$ cat src/design/rtx_pkg.sv
// Package: register map, field layout and codes of the retimer control bank
package rtx_pkg;

  ////////////////////////////////////////////////////////////////////////////
  // Sizes
  localparam int unsigned LANES     = 4;
  localparam int unsigned TIMEOUT_W = 4;
  localparam int unsigned CP_W      = 20;
  localparam int unsigned CP_SHORT  = 16;

  ////////////////////////////////////////////////////////////////////////////
  // Register offsets
  localparam logic [7:0] ADDR_TERM_DDC    = 8'h0B;
  localparam logic [7:0] ADDR_SWING_TAP   = 8'h0C;
  localparam logic [7:0] ADDR_EQ_GAIN     = 8'h0D;
  localparam logic [7:0] ADDR_LOAD_SYNC   = 8'h0E;
  localparam logic [7:0] ADDR_LANE_STATUS = 8'h0F;
  localparam logic [7:0] ADDR_PAT_CFG     = 8'h10;
  localparam logic [7:0] ADDR_CP_LOW      = 8'h11;
  localparam logic [7:0] ADDR_CP_MID      = 8'h12;

  ////////////////////////////////////////////////////////////////////////////
  // Reset values and constant read-back of reserved bits
  localparam logic [7:0] RST_ZERO    = 8'h00;
  localparam logic [7:0] RST_EQ_GAIN = 8'h01;

  ////////////////////////////////////////////////////////////////////////////
  // Field positions
  localparam int unsigned TERM_LSB   = 3;
  localparam int unsigned DDC_BIT    = 2;
  localparam int unsigned DSWING_LSB = 5;
  localparam int unsigned CSWING_LSB = 2;
  localparam int unsigned TAP_LSB    = 0;
  localparam int unsigned DEQ_LSB    = 3;
  localparam int unsigned CEQ_LSB    = 1;
  localparam int unsigned SYNC_LSB   = 4;
  localparam int unsigned LOAD_LSB   = 0;
  localparam int unsigned CP20_BIT   = 7;
  localparam int unsigned LEN_LSB    = 3;
  localparam int unsigned SEL_LSB    = 0;

  ////////////////////////////////////////////////////////////////////////////
  // Field codes
  localparam logic [1:0] TERM_NONE   = 2'h0;
  localparam logic [1:0] TERM_150    = 2'h1;
  localparam logic [1:0] TAP_NONE    = 2'h0;
  localparam logic [1:0] TAP_2DB     = 2'h1;
  localparam logic [1:0] CEQ_0DB     = 2'h0;
  localparam logic [1:0] CEQ_RSVD    = 2'h3;
  localparam logic [2:0] SWING_DEF   = 3'h0;

  // Decoded verifier pattern mode
  typedef enum logic [2:0] {
    RTX_PAT_OFF    = 3'b000,
    RTX_PAT_PRBS   = 3'b001,
    RTX_PAT_CLOCK  = 3'b010,
    RTX_PAT_CUSTOM = 3'b011,
    RTX_PAT_TIMING = 3'b100
  } rtx_pat_mode_t;

  // Decoded PRBS polynomial order
  typedef enum logic [2:0] {
    RTX_PRBS7  = 3'b000,
    RTX_PRBS11 = 3'b001,
    RTX_PRBS23 = 3'b010,
    RTX_PRBS31 = 3'b011,
    RTX_PRBS15 = 3'b100,
    RTX_PRBS20 = 3'b101
  } rtx_prbs_t;

  // Pattern select decode, any code with the top bit set is timing only
  function automatic rtx_pat_mode_t rtx_pat_mode(input logic [2:0] sel);
    rtx_pat_mode_t m;
    m = RTX_PAT_OFF;
    case (sel)
      3'h0:    m = RTX_PAT_OFF;
      3'h1:    m = RTX_PAT_PRBS;
      3'h2:    m = RTX_PAT_CLOCK;
      3'h3:    m = RTX_PAT_CUSTOM;
      default: m = RTX_PAT_TIMING;
    endcase
    return m;
  endfunction

  // Length decode, upper codes pair up onto two orders
  function automatic rtx_prbs_t rtx_prbs_len(input logic [2:0] len);
    rtx_prbs_t p;
    p = RTX_PRBS7;
    case (len)
      3'h0:       p = RTX_PRBS7;
      3'h1:       p = RTX_PRBS11;
      3'h2:       p = RTX_PRBS23;
      3'h3:       p = RTX_PRBS31;
      3'h4, 3'h5: p = RTX_PRBS15;
      default:    p = RTX_PRBS20;
    endcase
    return p;
  endfunction

endpackage

$ cat src/design/rtx_lane_if.sv
// Interface: verifier settings into one lane and the values it holds
interface rtx_lane_if;
  import rtx_pkg::*;
  logic                 load;
  logic [2:0]           sel;
  logic [2:0]           len;
  logic                 long_mode;
  logic [CP_W-1:0]      pattern;
  logic [TIMEOUT_W-1:0] timeout;
  rtx_pat_mode_t        held_mode;
  rtx_prbs_t            held_len;
  logic                 held_long;
  logic [CP_W-1:0]      held_pattern;
  logic [TIMEOUT_W-1:0] held_timeout;
  modport ctrl (output load, sel, len, long_mode, pattern, timeout,
                input  held_mode, held_len, held_long, held_pattern,
                       held_timeout);
  modport lane (input  load, sel, len, long_mode, pattern, timeout,
                output held_mode, held_len, held_long, held_pattern,
                       held_timeout);
endinterface

$ cat src/design/rtx_ctrl_bank.sv
// Retimer transmit, equalizer and lane verifier control register bank
//
// Operation
// RULE_01 - Termination code 00 none, 01 150-300 ohm; writes ignored in strap mode
// RULE_02 - Tap weight is signed: 00 none, 01 2 dB, other codes reserved
// RULE_03 - Tap weight mirrors the strap pin; writes dropped in strap mode
// RULE_04 - One bit sets both display channel bridges: 0 slow, 1 fast
// RULE_05 - Host sets hotplug sleep disable before choosing the fast speed
// RULE_06 - Data swing: 000 resistor level, then three raises, four cuts
// RULE_07 - Clock swing: 000 follows data rate, others override by percent
// RULE_08 - Data lane equalizer 0 to 16.5 dB; clock lane 0, 1.5, 3 dB
// RULE_09 - Per-lane load bit passes settings through, held when it falls
// RULE_10 - Per-lane sync bit marks each full pattern generator cycle
// RULE_11 - Upper status nibble reports per-lane mismatch, hardware driven only
// RULE_12 - Lower status nibble high while lane searches or trains
// RULE_13 - Long mode bit picks 16-bit pattern at 0, 20-bit at 1
// RULE_14 - Select decodes off, PRBS, clock, custom, timing; lengths pair up
// RULE_15 - Lane analog settings change only when apply is pulsed
// RULE_16 - Reserved bits read reset values and ignore writes
module rtx_ctrl_bank (
  // Clock and reset
  input  wire logic                     MCLK_IN,
  input  wire logic                     RESETN_IN,
  // Register port
  input  wire logic [7:0]               REG_ADDR_IN,
  input  wire logic                     REG_WR_IN,
  input  wire logic [7:0]               REG_WDATA_IN,
  output logic [7:0]                    REG_RDATA_OUT,
  // Strap pins and apply strobe
  input  wire logic                     PIN_STRAP_MODE_IN,
  input  wire logic                     PRE_EMPH_STRAP_IN,
  input  wire logic                     APPLY_LANE_SETTINGS_IN,
  // Verifier inputs from outside this bank
  input  wire logic [rtx_pkg::TIMEOUT_W-1:0] VERIFIER_TIMEOUT_IN,
  input  wire logic [3:0]               CUSTOM_PATTERN_TOP_IN,
  input  wire logic [rtx_pkg::LANES-1:0] LANE_SYNC_IN,
  input  wire logic [rtx_pkg::LANES-1:0] LANE_MISMATCH_IN,
  input  wire logic [rtx_pkg::LANES-1:0] LANE_TRAINING_IN,
  // Applied lane analog settings, and the channel speed that needs no apply
  output logic [1:0]                    TX_TERMINATION_OUT,
  output logic [1:0]                    TAP_WEIGHT_OUT,
  output logic [2:0]                    DATA_SWING_OUT,
  output logic [2:0]                    CLOCK_SWING_OUT,
  output logic [2:0]                    DATA_EQ_OUT,
  output logic [1:0]                    CLOCK_EQ_OUT,
  output logic                          DDC_FAST_MODE_OUT,
  // Held verifier settings per lane
  output logic [rtx_pkg::LANES-1:0][2:0] LANE_PATTERN_MODE_OUT,
  output logic [rtx_pkg::LANES-1:0][2:0] LANE_PRBS_LENGTH_OUT,
  output logic [rtx_pkg::LANES-1:0]     LANE_LONG_MODE_OUT,
  output logic [rtx_pkg::LANES-1:0][rtx_pkg::CP_W-1:0] LANE_PATTERN_OUT,
  output logic [rtx_pkg::LANES-1:0][rtx_pkg::TIMEOUT_W-1:0] LANE_TIMEOUT_OUT
);
  import rtx_pkg::*;

  ////////////////////////////////////////////////////////////////////////////
  // Register state
  logic [1:0]       transmit_termination_select;
  logic             display_channel_speed_select;
  logic [2:0]       data_output_swing_select;
  logic [2:0]       clock_output_swing_select;
  logic [1:0]       post_cursor_tap_weight;
  logic [2:0]       data_eq_select;
  logic [1:0]       clock_eq_select;
  logic [LANES-1:0] verifier_lane_load;
  logic [LANES-1:0] verifier_sync_pulse;
  logic [LANES-1:0] lane_mismatch;
  logic [LANES-1:0] lane_training;
  logic             custom_pattern_long_mode;
  logic [2:0]       verifier_prbs_length;
  logic [2:0]       verifier_pattern_select;
  logic [7:0]       custom_pattern_low;
  logic [7:0]       custom_pattern_mid;
  logic [LANES-1:0] next_sync;

  // Write strobe for one offset
  function automatic logic wr_hit(input logic       wr,
                                  input logic [7:0] addr,
                                  input logic [7:0] target);
    return wr && (addr == target);
  endfunction

  ////////////////////////////////////////////////////////////////////////////
  // Termination and display channel speed
  always_ff @(posedge MCLK_IN or negedge RESETN_IN) begin
    if (!RESETN_IN) begin
      transmit_termination_select  <= RST_ZERO[TERM_LSB +: 2];
      display_channel_speed_select <= RST_ZERO[DDC_BIT];
    end else if (wr_hit(REG_WR_IN, REG_ADDR_IN, ADDR_TERM_DDC)) begin
      display_channel_speed_select <= REG_WDATA_IN[DDC_BIT]; // RULE_04
      if (!PIN_STRAP_MODE_IN) begin
        transmit_termination_select <= REG_WDATA_IN[TERM_LSB +: 2]; // RULE_01
      end
    end
  end

  // Output swing fields
  always_ff @(posedge MCLK_IN or negedge RESETN_IN) begin
    if (!RESETN_IN) begin
      data_output_swing_select  <= RST_ZERO[DSWING_LSB +: 3];
      clock_output_swing_select <= RST_ZERO[CSWING_LSB +: 3];
    end else if (wr_hit(REG_WR_IN, REG_ADDR_IN, ADDR_SWING_TAP)) begin
      data_output_swing_select  <= REG_WDATA_IN[DSWING_LSB +: 3]; // RULE_06
      clock_output_swing_select <= REG_WDATA_IN[CSWING_LSB +: 3]; // RULE_07
    end
  end

  // Tap weight, taken from the strap pin in strap mode
  always_ff @(posedge MCLK_IN or negedge RESETN_IN) begin
    if (!RESETN_IN) begin
      post_cursor_tap_weight <= RST_ZERO[TAP_LSB +: 2];
    end else if (PIN_STRAP_MODE_IN) begin
      post_cursor_tap_weight <= PRE_EMPH_STRAP_IN ? TAP_2DB : TAP_NONE; // RULE_03
    end else if (wr_hit(REG_WR_IN, REG_ADDR_IN, ADDR_SWING_TAP)) begin
      post_cursor_tap_weight <= REG_WDATA_IN[TAP_LSB +: 2];
    end
  end

  // Fixed equalizer gain codes
  always_ff @(posedge MCLK_IN or negedge RESETN_IN) begin
    if (!RESETN_IN) begin
      data_eq_select  <= RST_EQ_GAIN[DEQ_LSB +: 3];
      clock_eq_select <= RST_EQ_GAIN[CEQ_LSB +: 2];
    end else if (wr_hit(REG_WR_IN, REG_ADDR_IN, ADDR_EQ_GAIN)) begin
      data_eq_select  <= REG_WDATA_IN[DEQ_LSB +: 3]; // RULE_08
      clock_eq_select <= REG_WDATA_IN[CEQ_LSB +: 2]; // RULE_08
    end
  end

  ////////////////////////////////////////////////////////////////////////////
  // Lane load bits
  always_ff @(posedge MCLK_IN or negedge RESETN_IN) begin
    if (!RESETN_IN) begin
      verifier_lane_load <= RST_ZERO[LOAD_LSB +: LANES];
    end else if (wr_hit(REG_WR_IN, REG_ADDR_IN, ADDR_LOAD_SYNC)) begin
      verifier_lane_load <= REG_WDATA_IN[LOAD_LSB +: LANES]; // RULE_09
    end
  end

  // Sync bits: a lane pulse sets, a write may clear, the pulse wins
  always_comb begin
    next_sync = verifier_sync_pulse;
    if (wr_hit(REG_WR_IN, REG_ADDR_IN, ADDR_LOAD_SYNC)) begin
      next_sync = REG_WDATA_IN[SYNC_LSB +: LANES];
    end
    next_sync = next_sync | LANE_SYNC_IN; // RULE_10
  end

  always_ff @(posedge MCLK_IN or negedge RESETN_IN) begin
    if (!RESETN_IN) begin
      verifier_sync_pulse <= RST_ZERO[SYNC_LSB +: LANES];
    end else begin
      verifier_sync_pulse <= next_sync;
    end
  end

  // Lane status, hardware driven, software writes have no path here
  always_ff @(posedge MCLK_IN or negedge RESETN_IN) begin
    if (!RESETN_IN) begin
      lane_mismatch <= RST_ZERO[SYNC_LSB +: LANES];
      lane_training <= RST_ZERO[LOAD_LSB +: LANES];
    end else begin
      lane_mismatch <= LANE_MISMATCH_IN; // RULE_11
      lane_training <= LANE_TRAINING_IN; // RULE_12
    end
  end

  // Pattern configuration
  always_ff @(posedge MCLK_IN or negedge RESETN_IN) begin
    if (!RESETN_IN) begin
      custom_pattern_long_mode <= RST_ZERO[CP20_BIT];
      verifier_prbs_length     <= RST_ZERO[LEN_LSB +: 3];
      verifier_pattern_select  <= RST_ZERO[SEL_LSB +: 3];
    end else if (wr_hit(REG_WR_IN, REG_ADDR_IN, ADDR_PAT_CFG)) begin
      custom_pattern_long_mode <= REG_WDATA_IN[CP20_BIT]; // RULE_13
      verifier_prbs_length     <= REG_WDATA_IN[LEN_LSB +: 3];
      verifier_pattern_select  <= REG_WDATA_IN[SEL_LSB +: 3];
    end
  end

  // Custom pattern bytes
  always_ff @(posedge MCLK_IN or negedge RESETN_IN) begin
    if (!RESETN_IN) begin
      custom_pattern_low <= RST_ZERO;
      custom_pattern_mid <= RST_ZERO;
    end else begin
      if (wr_hit(REG_WR_IN, REG_ADDR_IN, ADDR_CP_LOW)) begin
        custom_pattern_low <= REG_WDATA_IN;
      end
      if (wr_hit(REG_WR_IN, REG_ADDR_IN, ADDR_CP_MID)) begin
        custom_pattern_mid <= REG_WDATA_IN;
      end
    end
  end

  ////////////////////////////////////////////////////////////////////////////
  // Applied analog settings, reserved codes fall back to the safe code
  always_ff @(posedge MCLK_IN or negedge RESETN_IN) begin
    if (!RESETN_IN) begin
      TX_TERMINATION_OUT <= TERM_NONE;
      TAP_WEIGHT_OUT     <= TAP_NONE;
      DATA_SWING_OUT     <= SWING_DEF;
      CLOCK_SWING_OUT    <= SWING_DEF;
      DATA_EQ_OUT        <= RST_EQ_GAIN[DEQ_LSB +: 3];
      CLOCK_EQ_OUT       <= RST_EQ_GAIN[CEQ_LSB +: 2];
    end else if (APPLY_LANE_SETTINGS_IN) begin // RULE_15
      TX_TERMINATION_OUT <= (transmit_termination_select == TERM_150) // RULE_01
                            ? TERM_150 : TERM_NONE;
      TAP_WEIGHT_OUT     <= (post_cursor_tap_weight == TAP_2DB) // RULE_02
                            ? TAP_2DB : TAP_NONE;
      DATA_SWING_OUT     <= data_output_swing_select; // RULE_06
      CLOCK_SWING_OUT    <= clock_output_swing_select; // RULE_07
      DATA_EQ_OUT        <= data_eq_select;
      CLOCK_EQ_OUT       <= (clock_eq_select == CEQ_RSVD) // RULE_08
                            ? CEQ_0DB : clock_eq_select;
    end
  end

  // Channel speed acts at once
  assign DDC_FAST_MODE_OUT = display_channel_speed_select; // RULE_04

  ////////////////////////////////////////////////////////////////////////////
  // Read data, one cycle after the address; unmapped offsets read zero
  always_ff @(posedge MCLK_IN or negedge RESETN_IN) begin
    if (!RESETN_IN) begin
      REG_RDATA_OUT <= RST_ZERO;
    end else begin
      REG_RDATA_OUT <= RST_ZERO; // RULE_16
      case (REG_ADDR_IN)
        ADDR_TERM_DDC: begin
          REG_RDATA_OUT[TERM_LSB +: 2] <= transmit_termination_select;
          REG_RDATA_OUT[DDC_BIT]       <= display_channel_speed_select;
        end
        ADDR_SWING_TAP: begin
          REG_RDATA_OUT[DSWING_LSB +: 3] <= data_output_swing_select;
          REG_RDATA_OUT[CSWING_LSB +: 3] <= clock_output_swing_select;
          REG_RDATA_OUT[TAP_LSB +: 2]    <= post_cursor_tap_weight;
        end
        ADDR_EQ_GAIN: begin
          REG_RDATA_OUT                 <= RST_EQ_GAIN; // RULE_16
          REG_RDATA_OUT[DEQ_LSB +: 3]   <= data_eq_select;
          REG_RDATA_OUT[CEQ_LSB +: 2]   <= clock_eq_select;
        end
        ADDR_LOAD_SYNC: begin
          REG_RDATA_OUT[SYNC_LSB +: LANES] <= verifier_sync_pulse;
          REG_RDATA_OUT[LOAD_LSB +: LANES] <= verifier_lane_load;
        end
        ADDR_LANE_STATUS: begin
          REG_RDATA_OUT[SYNC_LSB +: LANES] <= lane_mismatch; // RULE_11
          REG_RDATA_OUT[LOAD_LSB +: LANES] <= lane_training; // RULE_12
        end
        ADDR_PAT_CFG: begin
          REG_RDATA_OUT[CP20_BIT]     <= custom_pattern_long_mode;
          REG_RDATA_OUT[LEN_LSB +: 3] <= verifier_prbs_length;
          REG_RDATA_OUT[SEL_LSB +: 3] <= verifier_pattern_select;
        end
        ADDR_CP_LOW: REG_RDATA_OUT <= custom_pattern_low;
        ADDR_CP_MID: REG_RDATA_OUT <= custom_pattern_mid;
        default:     REG_RDATA_OUT <= RST_ZERO;
      endcase
    end
  end

  ////////////////////////////////////////////////////////////////////////////
  // Per-lane setting holders
  for (genvar g = 0; g < LANES; g++) begin : g_lane
    rtx_lane_if lif ();

    assign lif.load      = verifier_lane_load[g];
    assign lif.sel       = verifier_pattern_select;
    assign lif.len       = verifier_prbs_length;
    assign lif.long_mode = custom_pattern_long_mode;
    assign lif.pattern   = {CUSTOM_PATTERN_TOP_IN, custom_pattern_mid,
                            custom_pattern_low};
    assign lif.timeout   = VERIFIER_TIMEOUT_IN;

    rtx_lane_latch u_latch (
      .clk   (MCLK_IN),
      .rst_n (RESETN_IN),
      .lif   (lif)
    );

    // Held values straight from the lane flops
    assign LANE_PATTERN_MODE_OUT[g] = lif.held_mode;
    assign LANE_PRBS_LENGTH_OUT[g]  = lif.held_len;
    assign LANE_LONG_MODE_OUT[g]    = lif.held_long;
    assign LANE_PATTERN_OUT[g]      = lif.held_pattern;
    assign LANE_TIMEOUT_OUT[g]      = lif.held_timeout;
  end
endmodule

$ cat src/design/rtx_lane_latch.sv
// Per-lane verifier settings: follow while loading, hold afterwards
module rtx_lane_latch (
  // Clock and reset
  input  wire logic clk,
  input  wire logic rst_n,
  // Lane settings
  rtx_lane_if.lane  lif
);
  import rtx_pkg::*;

  // Follow the bank while load is high, keep the last value once it falls
  always_ff @(posedge clk or negedge rst_n) begin
    if (!rst_n) begin
      lif.held_mode    <= RTX_PAT_OFF;
      lif.held_len     <= RTX_PRBS7;
      lif.held_long    <= 1'b0;
      lif.held_pattern <= '0;
      lif.held_timeout <= '0;
    end else if (lif.load) begin // RULE_09
      lif.held_mode    <= rtx_pat_mode(lif.sel); // RULE_14
      lif.held_len     <= rtx_prbs_len(lif.len); // RULE_14
      lif.held_long    <= lif.long_mode;
      lif.held_timeout <= lif.timeout;
      // Short mode keeps only the low sixteen pattern bits
      lif.held_pattern <= lif.long_mode ? lif.pattern // RULE_13
          : {{(CP_W-CP_SHORT){1'b0}}, lif.pattern[CP_SHORT-1:0]};
    end
  end
endmodule

$ cat config.mk
export PLATFORM = sky130hd
export DESIGN_NAME = rtx_ctrl_bank
export DESIGN_NICKNAME = d
export VERILOG_FILES = /design/src/design/rtx_pkg.sv /design/src/design/rtx_lane_if.sv /design/src/design/rtx_ctrl_bank.sv /design/src/design/rtx_lane_latch.sv
export SDC_FILE = /design/constraint.sdc
export NUM_CORES = 1
export LEC_CHECK = 0
export BUFFER_PORTS_ARGS = -buffer_cell sky130_fd_sc_hd__buf_4
export CAP_MARGIN = 20
export CELL_PAD_IN_SITES_DETAIL_PLACEMENT = 1
export CELL_PAD_IN_SITES_GLOBAL_PLACEMENT = 2
export CORE_ASPECT_RATIO = 0.8
export CORE_MARGIN = 1
export CORE_UTILIZATION = 33
export DETAILED_ROUTE_END_ITERATION = 10
export PLACE_DENSITY_LB_ADDON = 0.1
export SETUP_SLACK_MARGIN = 0.1
export SYNTH_ARGS = -nofsm -noshare
export SYNTH_HDL_FRONTEND = slang
export SYNTH_SLANG_ARGS = --single-unit
$ cat constraint.sdc
create_clock -name MCLK_IN -period 1.35 [get_ports MCLK_IN]
set_input_delay 0.0675 -clock MCLK_IN [delete_from_list [all_inputs] [get_ports MCLK_IN]]
set_output_delay 0.0675 -clock MCLK_IN [all_outputs]
set_load 0.01 [all_outputs]
# Yosys cells after proc, flatten, opt, wreduce, memory -nomap -nowiden
# Cells that the tools add are included.
# Widths: inputs -> output; s select.
totals:
  output_inout_bits: 148
  register_bits: 202
  wordCells: 91
op_classes:
  bitwise_logic: 2
  eq_ne: 19
  mux: 15
  reduce_logical: 12
op_table:
  columns: ["operator", "n"]
  rows:
  - ["$eq 8x4->1 const B", 5]
  - ["$eq 8x5->1 const B", 3]
  - ["$pmux 3 s8", 1]
  - ["$mux 20", 1]
  - ["$pmux 3 s5", 1]
  - ["$pmux 2 s7", 1]
  - ["$eq 3x2->1 const B", 4]
  - ["$pmux 3 s4", 1]
  - ["$logic_and 1x1->1", 7]
  - ["$pmux 1 s7", 1]
  - ["$eq 3x1->1 const B", 2]
  - ["$eq 3x3->1 const B", 2]
  - ["$logic_not 3->1", 2]
  - ["$mux 2", 3]
  - ["$pmux 1 s6", 1]
  - ["$pmux 1 s5", 1]
  - ["$eq 2x1->1 const B", 2]
  - ["$mux 4", 1]
  - ["$or 4x4->4", 1]
  - ["$mux 1", 3]
  - ["$eq 2x2->1 const B", 1]
  - ["$reduce_and 2->1", 1]
  - ["$reduce_bool 2->1", 1]
  - ["$reduce_or 2->1", 1]
  - ["$not 1->1", 1]

# Longest topological paths before layout
# Gate-level depths: netlist (run 1).
depth:
  ltp_word: 4
  depth_mapped: 7
  ltp_nobuf: 4

# Cells and area by module
# Synthesis (run 1) repeated with hierarchy kept, for this count alone.
hier_totals:
  hier_cells: 570
  area_unflattened_um2: 8060.2
by_module_without_submodules:
  columns: ["mod", "seq_area_each_um2", "cells_each", "n_inst", "area_per_inst_um2"]
  rows:
  - ["rtx_lane_latch", 775.7, 82, 4, 1198.6]
  - ["rtx_ctrl_bank", 1901.8, 242, 1, 3265.6]

# Worst setup path before layout (run 1)
# No wires, ideal clock.
synth_timing:
  kind: "input to register"
  start: "input REG_ADDR_IN[5]"
  end: "register transmit_termination_select[0]"
  n_path_buf: 0
  stages: 4
  path_slack_ns: -0.121
  setup_ns: 0.127
  required_ns: 1.223
  arrival_ns: 1.344
  path_cell_list: "or4b_4 > nor4_4 > nand3b_2 > mux2_1"
synth_via:
  elab_chain_cells: 3
synth_rtl:
  columns: ["element", "line", "rtl"]
  rows:
  - ["start, declared", "rtx_ctrl_bank.sv:25", "input wire logic [7:0] REG_ADDR_IN,"]
  - ["$eq 8x4->1", "rtx_ctrl_bank.sv:80", "return wr && (addr == target);"]
  - ["$logic_and 1x1->1", "rtx_ctrl_bank.sv:80", null]
  - ["$reduce_and 2->1 (no source line)", null, null]
  - ["end signal, assigned", "rtx_ctrl_bank.sv:87", "transmit_termination_select <= RST_ZERO[TERM_LSB +: 2];"]
  - ["end signal, assigned", "rtx_ctrl_bank.sv:92", "transmit_termination_select <= REG_WDATA_IN[TERM_LSB +: 2];"]
  - ["end, declared", "rtx_ctrl_bank.sv:58", "logic [1:0] transmit_termination_select;"]
# Every way passes these cells.
# A chain may end at the register's enable or synchronous reset.

# Final worst setup path (run 1)
layout_timing:
  start: "register verifier_lane_load[3]"
  end: "register REG_RDATA_OUT[3]"
layout_via:
  elab_chain_cells: 1
layout_rtl:
  columns: ["element", "line", "rtl"]
  rows:
  - ["start, declared", "rtx_ctrl_bank.sv:65", "logic [LANES-1:0] verifier_lane_load;"]
  - ["start signal, assigned", "rtx_ctrl_bank.sv:134", "verifier_lane_load <= RST_ZERO[LOAD_LSB +: LANES];"]
  - ["start signal, assigned", "rtx_ctrl_bank.sv:136", "verifier_lane_load <= REG_WDATA_IN[LOAD_LSB +: LANES];"]
  - ["$pmux 3 s8", "rtx_ctrl_bank.sv:229", "case (REG_ADDR_IN)"]
  - ["end signal, assigned by index", "rtx_ctrl_bank.sv:231", "REG_RDATA_OUT[TERM_LSB +: 2] <= transmit_termination_select;"]
  - ["end signal, assigned by index", "rtx_ctrl_bank.sv:232", "REG_RDATA_OUT[DDC_BIT] <= display_channel_speed_select;"]
  - ["end signal, assigned by index", "rtx_ctrl_bank.sv:235", "REG_RDATA_OUT[DSWING_LSB +: 3] <= data_output_swing_select;"]
  - ["end, declared", "rtx_ctrl_bank.sv:28", "output logic [7:0] REG_RDATA_OUT,"]
# Every way passes these cells.

==> impl_metrics.yaml, run 1 <==
detailed_routing:
  drt.antenna.violating_nets: 0
  vias_per_cell: 4.85
  drc: 0
  finalWirelength_mm: 23.3
  routedWlPerCell_um: 20.9
  drtIter0Drc: 228
  dr.pass1.iters: 4
  dr_total_vias: 5423
floorplanning:
  dieArea_um2: 24800
  start_util: 0.339
  fp-row-count: 50
  die_h_um: 141
  io_pins: 190
  die_w_um: 176
  coreArea_um2: 23600
final_layout:
  syn_to_final_growth_pct: 39.0
  n_antenna_cell: 0
  final_cells: 1118
  nets: 835
  final_area_um2: 11100
  final_cell_mix: "buf_4 (234), dfrtp_1 (196), mux2_2 (164)"
  drive_above_1_share: 0.581
  multi_input_area_um2: 2900
  final_common_cell: "buf_4"
  nFillCells: 2394
  seqCellArea_um2: 5010
timing:
  setup_viol: 1
  setup_ws_ns: -0.0292
  finalHoldWorstSlack_ns: 0.0104
  fmax_mhz: 725
  rsz0062_at_grt: "yes"
  final_max_slew_viol_count: 0
  fin_crit_ns: 1.38
  period_share: 1.02
  hold_viol: 0
  clock_skew_ns: 0.0148
pwr:
  power_uw: 14100
  power_leakage_uw: 0.00558
  power_density_nw_per_um2: 1270
  vdd_drop_max_v: 0.000805
critical_path:
  required_ns: 1.65
  cp-start-kind: "register"
  path_cells: "mux4_2, a22oi_2, o21ai_1"
  critPathKind: "reg -> reg"
  cp_max_fo: 3
  end_kind: "register"
  arrival_ns: 1.68
  slowest_delay_ns: 0.50
  cpMaxStageDelayCell: "mux4_2"
global_route:
  grt_pass1_wl_mm: 36.9
  grt_pass1_vias: 6023
  grt.overflow.total: 0
  grt_start_max_net_pins: 67
  grt_use_total: 0.199
  antenna_found_initial: 0
clocking:
  cts_buffers: 17
  cts-root-buf: "clkbuf_16"
  cts_htree_levels: 4
  clock_sinks: 200
  clockBufferDepth: 2
  clock_latency_ns: 0.44
  cts_tree: "yes"
  path_clk_slew_ns: 0.08
yosys:
  synth_seq_cells: 200
  async_reset_ff_frac: 1.00
  yosysSeqAreaShare: 0.627
  yosys_most_used_dff: "dfrtp_1"
  netlist_area_um2: 7990
  syn_inst: 536
  syn_area_per_cell_um2: 14.9
  yosysWarnings: 0
  yosys.cell_types.count: 49
  synth-edff-count: 0
placement:
  place_congestion: 0.799
  post-place-ws_ns: -0.287
  dp_hpwl_mm: 17.0
  post-place-cells: 1056
  portBuffers: 187
  placed_area_um2: 10200
run_status:
  status: "complete, but fails checks"
  violations: "setup timing"
job:
  drv_cap: 0
worst_hold_path:
  hp-class: "in -> reg"
[metal layers]
layer,part of all wire,wire [µm],GRT usage,vias up
met1,0.48,11100,0.277,2838
met4,0.012,270,0.0471,0
met3,0.035,819,0.0380,18
met2,0.48,11200,0.319,129
met5,0,0,0,-
li1,-,-,-,2438
[worst max-delay path, delay by kind of cell (launching register included)]
kind | cells | cell delay [ns]
mux | 1 | 0.50
flops | 1 | 0.44
compound gates | 2 | 0.31
[sequential cells by signal, summed over array words and instances, names as in the netlist, 3 cells and up]
register / flops
CLOCK_SWING_OUT: 3
DATA_EQ_OUT: 3
DATA_SWING_OUT: 3
REG_RDATA_OUT: 8
clock_output_swing_select: 3
custom_pattern_low: 8
custom_pattern_mid: 8
data_eq_select: 3
data_output_swing_select: 3
g_lane.lif.len: 3
g_lane.lif.sel: 3
g_lane.u_latch.lif.held_len: 12
g_lane.u_latch.lif.held_long: 4
g_lane.u_latch.lif.held_mode: 12
g_lane.u_latch.lif.held_pattern: 80
g_lane.u_latch.lif.held_timeout: 16
lane_mismatch: 4
lane_training: 4
verifier_lane_load: 4
verifier_sync_pulse: 4
[synthesized netlist by cell type (all sizes together), types with 4 or more instances]
cell / instances / area share
a21oi: 8 / 0.0050
nor2: 11 / 0.0080
clkbuf: 21 / 0.010
a22oi: 6 / 0.0056
nand3: 12 / 0.0075
and2: 4 / 0.0031
inv: 5 / 0.0024
o21ai: 11 / 0.0069
nor2b: 10 / 0.0078
dfrtp: 200 / 0.63
mux2: 171 / 0.24
nand3b: 8 / 0.0080
mux2i: 8 / 0.010
nand2: 11 / 0.0055
buf: 13 / 0.0099
a211o: 4 / 0.0044
[logic make-up (layout without fill, tap and decap cells)]
kind of cell / after synthesis / after routing / synth area share
multiplexers: 180 / 180 / 0.254
flip-flops: 200 / 200 / 0.627
other: 1 / 2 / 0.000470
AND/OR/NAND/NOR: 71 / 71 / 0.0581
buffers and inverters: 39 / 308 / 0.0222
AO/OA/AOI/OAI: 45 / 45 / 0.0385
[worst paths after layout]
kind,slack [ns],endpoint,cells past startpoint,start
max in group asynchronous,0.68,verifier_lane_load[2],3,RESETN_IN
worst min-delay path,0.01,TX_TERMINATION_OUT[0],2,APPLY_LANE_SETTINGS_IN
worst max-delay path,-0.03,REG_RDATA_OUT[3],3,verifier_lane_load[3]
worst max register to register,-0.03,REG_RDATA_OUT[3],3,verifier_lane_load[3]
min in group asynchronous,0.22,custom_pattern_mid[5],3,RESETN_IN
worst min register to register,0.51,g_lane[0].u_latch.lif.held_pattern[9],1,g_lane[0].u_latch.lif.held_pattern[9]
[per-stage QoR]
| stage | TNS [ns] | utilization |
|---|---|---|
| CTS | -0.0210 | 0.469 |
| finish | -0.0292 | 0.471 |
| global route | -0.0783 | 0.471 |
| global placement | -7.98 | 0.432 |
| detailed placement | -8.52 | 0.432 |
| floorplan | -0.330 | - |
[what timing repair did]
item / in CTS / in global routing
hold buffers: 28 / 0
endpoints found under the hold margin: 269 / 0
setup endpoints to repair: 25 / 28
setup buffers: 0 / 2
cloned: 0 / 0
gates resized for setup: 4 / 7
pin swaps: 2 / 2
[where the power goes]
| part | internal (µW) | total, µW | switching [µW] |
|---|---|---|---|
| sequential | 6500 | 6840 | 346 |
| clock | 2640 | 5080 | 2440 |
| combinational | 1200 | 2200 | 999 |
[final cells by class]
cell class                 count  area share
clock buffer                  18      0.0387
clock inverter                14      0.0137
inverter                       5     0.00169
multi-input combinational    298       0.261
sequential                   200       0.451
tap                          312      0.0352
timing repair buffer         271       0.198
(Power assumes the default switching activity.)
==> inputs of run 2 (changes only) <==
Settings changed: CORE_UTILIZATION 33 to 34, CTS_BUF_LIST set to sky130_fd_sc_hd__clkbuf_4 sky130_fd_sc_hd__clkbuf_8, MAX_ROUTING_LAYER set to met4.
==> impl_metrics.yaml, run 2 (same netlist as run 1, synthesis figures left out) <==
run_status:
  status: "finished, final reports clean"
final_layout:
  final_cells: 1119
  nets: 842
  final_area_um2: 11000
  nFillCells: 2334
  final_common_cell: "buf_4"
  final_cell_mix: "buf_4 (236), dfrtp_1 (196), mux2_2 (164)"
  seqCellArea_um2: 5010
  reg.largest.list: "g_lane.u_latch.lif.held_pattern: 80 flops, g_lane.u_latch.lif.held_timeout: 16 flops"
  n_antenna_cell: 0
  drive_above_1_share: 0.581
  syn_to_final_growth_pct: 38.0
  largest_reg_flops: 80
  multi_input_area_um2: 2890
  regMostFlops: "g_lane.u_latch.lif.held_pattern"
critical_path:
  path_delay_family: "multiplexers"
  end_kind: "register"
  critPathKind: "reg -> reg"
  required_ns: 1.70
  arrival_ns: 1.65
  cpMaxStageDelayCell: "mux4_2"
  cp-start-kind: "register"
  cp_max_fo: 2
  path_cells: "mux4_2, a22oi_2, o21ai_1"
  cp_num_buf_inv: 0
  slowest_delay_ns: 0.48
floorplanning:
  io_pins: 190
  die_h_um: 139
  start_util: 0.351
  die_w_um: 173
  dieArea_um2: 24100
  coreArea_um2: 22700
  fp-row-count: 49
clocking:
  clock_sinks: 200
  cts-root-buf: "clkbuf_8"
  clockBufferDepth: 2
  cts_tree: "yes"
  clock_latency_ns: 0.48
  cts_buffers: 17
  cts_htree_levels: 4
  path_clk_slew_ns: 0.10
pwr:
  power_leakage_uw: 0.00552
  power_density_nw_per_um2: 1190
  power_uw: 13200
  vdd_drop_max_v: 0.000440
timing:
  finalHoldWorstSlack_ns: 0.0296
  period_share: 0.958
  setup_ws_ns: 0.0566
  fin_crit_ns: 1.29
  hold_viol: 0
  fmax_mhz: 773
  final_max_slew_viol_count: 0
  clock_skew_ns: 0.0238
  setup_viol: 0
  rsz0062_at_grt: "yes"
detailed_routing:
  finalWirelength_mm: 23.2
  routedWlPerCell_um: 20.7
  dr_total_vias: 5436
  drc: 0
  drtIter0Drc: 180
  vias_per_cell: 4.86
  dr.pass1.iters: 4
  drt.antenna.violating_nets: 0
placement:
  post-place-cells: 1051
  place_congestion: 0.832
  dp_hpwl_mm: 16.9
  portBuffers: 187
  post-place-ws_ns: -0.317
  placed_area_um2: 10200
global_route:
  antenna_found_initial: 0
  grt_pass1_vias: 6073
  grt_pass1_wl_mm: 36.8
  grt.overflow.total: 0
  grt_start_max_net_pins: 62
  grt_use_total: 0.208
worst_hold_path:
  hp-class: "in -> reg"
job:
  drv_cap: 0
run 2: area by class of cell:
type,count,area share
inverter,5,0.00170
sequential,200,0.455
timing repair buffer,278,0.208
clock inverter,14,0.0165
clock buffer,18,0.0225
tap,306,0.0347
multi-input combinational,298,0.262
run 2: path summary, 6_finish.rpt:
check                                                          to  slack (ns)                                  start  cells past startpoint
max                                              REG_RDATA_OUT[3]        0.06                  verifier_lane_load[3]                      3
min                                              REG_RDATA_OUT[2]        0.03                         REG_ADDR_IN[0]                      3
max reg2reg                                      REG_RDATA_OUT[3]        0.06                  verifier_lane_load[3]                      3
min reg2reg                 g_lane[2].u_latch.lif.held_pattern[7]        0.52  g_lane[2].u_latch.lif.held_pattern[7]                      1
max in group asynchronous   g_lane[1].u_latch.lif.held_pattern[3]        0.59                              RESETN_IN                      3
min in group asynchronous  g_lane[3].u_latch.lif.held_pattern[10]        0.06                              RESETN_IN                      2
run 2: stage by stage:
step                       util  TNS [ns]
final                     0.485         0
after floorplan               -    -0.330
after CTS                 0.483         0
after global placement    0.449     -8.77
after detailed placement  0.449     -9.69
after global routing      0.485         0
run 2: worst min-delay path, stage by stage:
cell and delay (ns):
buf_4 0.14, buf_4 0.17, o21ai_1 0.07
run 2: report_power, final:
| part | switching [µW] | internal, µW |
|---|---|---|
| sequential | 330 | 6490 |
| clock | 2350 | 1780 |
| combinational | 1000 | 1210 |
| total | 3670 | 9490 |
run 2: metal layers:
layer / wire length, µm / vias up / global-route usage
met5: 0 / - / -
met3: 1150 / 18 / 0.0428
li1: - / 2441 / -
met2: 11100 / 134 / 0.323
met1: 10700 / 2843 / 0.279
met4: 196 / 0 / 0.0498
run 2: timing repair:
| action | 4_1_cts | 5_1_grt |
|---|---|---|
| cloned | 0 | 0 |
| setup buffers | 3 | 2 |
| resized for setup | 6 | 4 |
| setup endpoints to repair | 34 | 34 |
| pin swaps | 2 | 1 |
| hold buffers | 31 | 0 |
| hold endpoints to repair | 292 | 0 |
==> inputs of run 3 (changes only) <==
Settings changed: SYNTH_HIERARCHICAL set to 1.
==> impl_metrics.yaml, run 3 <==
run_status:
  status: "complete, but fails checks"
  violations: "setup timing"
pwr:
  vdd_drop_max_v: 0.000536
  p_int_uw: 9730
  power_density_nw_per_um2: 1260
  power_frac_seq: 0.513
  power_leakage_uw: 0.00544
  power_frac_clock: 0.290
  power_switching_uw: 4130
  swShare: 0.298
  comb_power_share: 0.198
clocking:
  cts_buffers: 17
  cts_htree_levels: 4
  cts-root-buf: "clkbuf_8"
  cts_tree: "yes"
  path_clk_slew_ns: 0.12
  clockBufferDepth: 2
  clock_sinks: 200
  clock_latency_ns: 0.48
timing:
  clock_skew_ns: 0.0168
  setup_ws_ns: -0.0217
  final_max_slew_viol_count: 0
  fin_crit_ns: 1.37
  period_share: 1.02
  setup_viol: 2
  rsz0062_at_grt: "yes"
  tns_ns: -0.0308
  fmax_mhz: 729
  hold_viol: 0
critical_path:
  arrival_ns: 1.71
  slowest_delay_ns: 0.50
  cp_max_fo: 2
  path_delay_family: "multiplexers"
  end_kind: "register"
  cp_num_buf_inv: 0
  required_ns: 1.69
  critPathKind: "reg -> reg"
  path_cells: "mux4_2, a32oi_1, o211ai_1"
  cp-start-kind: "register"
  cpMaxStageDelayCell: "mux4_2"
yosys:
  synth-edff-count: 0
  yosys_most_used_dff: "dfrtp_1"
  netlist_area_um2: 8060
  synth_top_area_share: 0.621
  yosysMostFrequentCell: "dfrtp_1"
  ys_top_cells_by_count: "dfrtp_1 (200), mux2_2 (144), inv_1 (33), o21ai_0 (33)"
  synth_seq_cells: 200
  yosysSeqAreaShare: 0.621
  yosysWarnings: 6
  synth_area_leader_cell: "dfrtp_1"
  synth_top_cells_by_area: "dfrtp_1 (62%), mux2_2 (20%), o21ai_0 (2.0%)"
  async_reset_ff_frac: 1.00
  yosys.cell_types.count: 38
  syn_inst: 570
  syn_area_per_cell_um2: 14.1
final_layout:
  regMostFlops: "g_lane.u_latch/lif.held_pattern"
  reg.largest.list: "g_lane.u_latch/lif.held_pattern: 80 flops, g_lane.u_latch/lif.held_timeout: 16 flops"
  nFillCells: 2337
  multi_input_area_um2: 2740
  final_cell_mix: "buf_4 (229), dfrtp_1 (196), mux2_2 (143)"
  largest_reg_flops: 80
  utilization: 0.482
  syn_to_final_growth_pct: 36.8
  seqCellArea_um2: 5010
  final_common_cell: "buf_4"
  nets: 877
  drive_above_1_share: 0.519
floorplanning:
  die_w_um: 174
  die_h_um: 140
  fp-row-count: 49
  start_util: 0.352
  io_pins: 190
  coreArea_um2: 22900
  dieArea_um2: 24300
global_route:
  grtUsageMet2: 0.319
  grt_use_total: 0.208
  use_met3: 0.0514
  gr-max-usage-layer: "met2"
  grt.overflow.total: 0
  met1_usage: 0.278
  grt_pass1_vias: 6205
  grt_start_max_net_pins: 48
  antenna_found_initial: 0
  grt_pass1_wl_mm: 37.3
detailed_routing:
  drtIter0Drc: 255
  routedWlPerCell_um: 20.5
  drc: 0
  drt.antenna.violating_nets: 0
  finalWirelength_mm: 23.6
  dr.pass1.iters: 4
  dr_total_vias: 5541
  vias_per_cell: 4.80
placement:
  dp_hpwl_mm: 16.5
  portBuffers: 187
  post-place-ws_ns: -0.482
  place_congestion: 0.747
worst_hold_path:
  hp-class: "in -> async"
job:
  drv_cap: 0
## run 3: what timing repair did
action / 4_1_cts / 5_1_grt
pin swaps: 4 / 5
gates resized for setup: 7 / 5
setup buffers: 3 / 1
setup endpoints to repair: 18 / 39
hold buffers: 32 / 0
gates cloned: 1 / 2
hold endpoints to repair: 297 / 0
## run 3: cell families (layout without fill, tap and decap cells)
group,Yosys count,after routing,share of synthesized area
buf+inv,64,341,0.0467
simple gates,81,81,0.0564
mux,160,160,0.228
other cells,1,3,0.000465
flops,200,200,0.621
compound gates,64,64,0.0477
## run 3: path summary, 6_finish.rpt
| check | startpoint | to | slack, ns | cells after the start |
|---|---|---|---|---|
| worst min-delay path | RESETN_IN | DATA_SWING_OUT[1] | 0.04 | 2 |
| max in group asynchronous | RESETN_IN | g_lane[3].u_latch/lif.held_len[0] | 0.76 | 3 |
| min in group MCLK_IN | REG_ADDR_IN[0] | REG_RDATA_OUT[7] | 0.10 | 4 |
| worst max register to register | verifier_lane_load[3] | REG_RDATA_OUT[3] | -0.02 | 3 |
| worst max-delay path | verifier_lane_load[3] | REG_RDATA_OUT[3] | -0.02 | 3 |
| worst min register to register | g_lane[3].u_latch/lif.held_pattern[8] | g_lane[3].u_latch/lif.held_pattern[8] | 0.52 | 1 |
## run 3: final cells by class
type / count / share of cell area
clock buffer: 17 / 0.0212
antenna: 1 / 0.000227
tap: 306 / 0.0347
sequential: 200 / 0.454
inverter: 33 / 0.0112
clock inverter: 15 / 0.0169
multi-input combinational: 307 / 0.249
timing repair buffer: 276 / 0.213
## run 3: power groups by stage
stage	Combinational [µW]	Clock [µW]	Sequential [µW]
after floorplan	796	0	7420
after global placement	2590	0	7180
after detailed placement	2660	0	7230
after CTS	2770	4160	7110
after global routing	2970	4400	7200
final	2740	4010	7100
## run 3: layer usage
layer / vias up / part of all wire
met3: 18 / 0.048
met1: 2870 / 0.47
li1: 2533 / -
met5: - / 0
met4: 0 / 0.0082
met2: 120 / 0.47
## run 3: stage by stage
stage	instances	power, µW	area [µm²]	hold slack (ns)
floorplan	571	8220	8120	-0.228
global placement	1083	9780	10100	-0.0200
detailed placement	1083	9890	10100	-0.0230
CTS	1151	14000	10900	0.0112
global route	1154	14600	11000	0.0164
finish	1155	13900	11000	0.0394
## run 3: worst reg2reg max path: stages, from the launching register on
cell	delay, ns
dfrtp_2	0.42
mux4_2	0.50
a32oi_1	0.17
o211ai_1	0.15
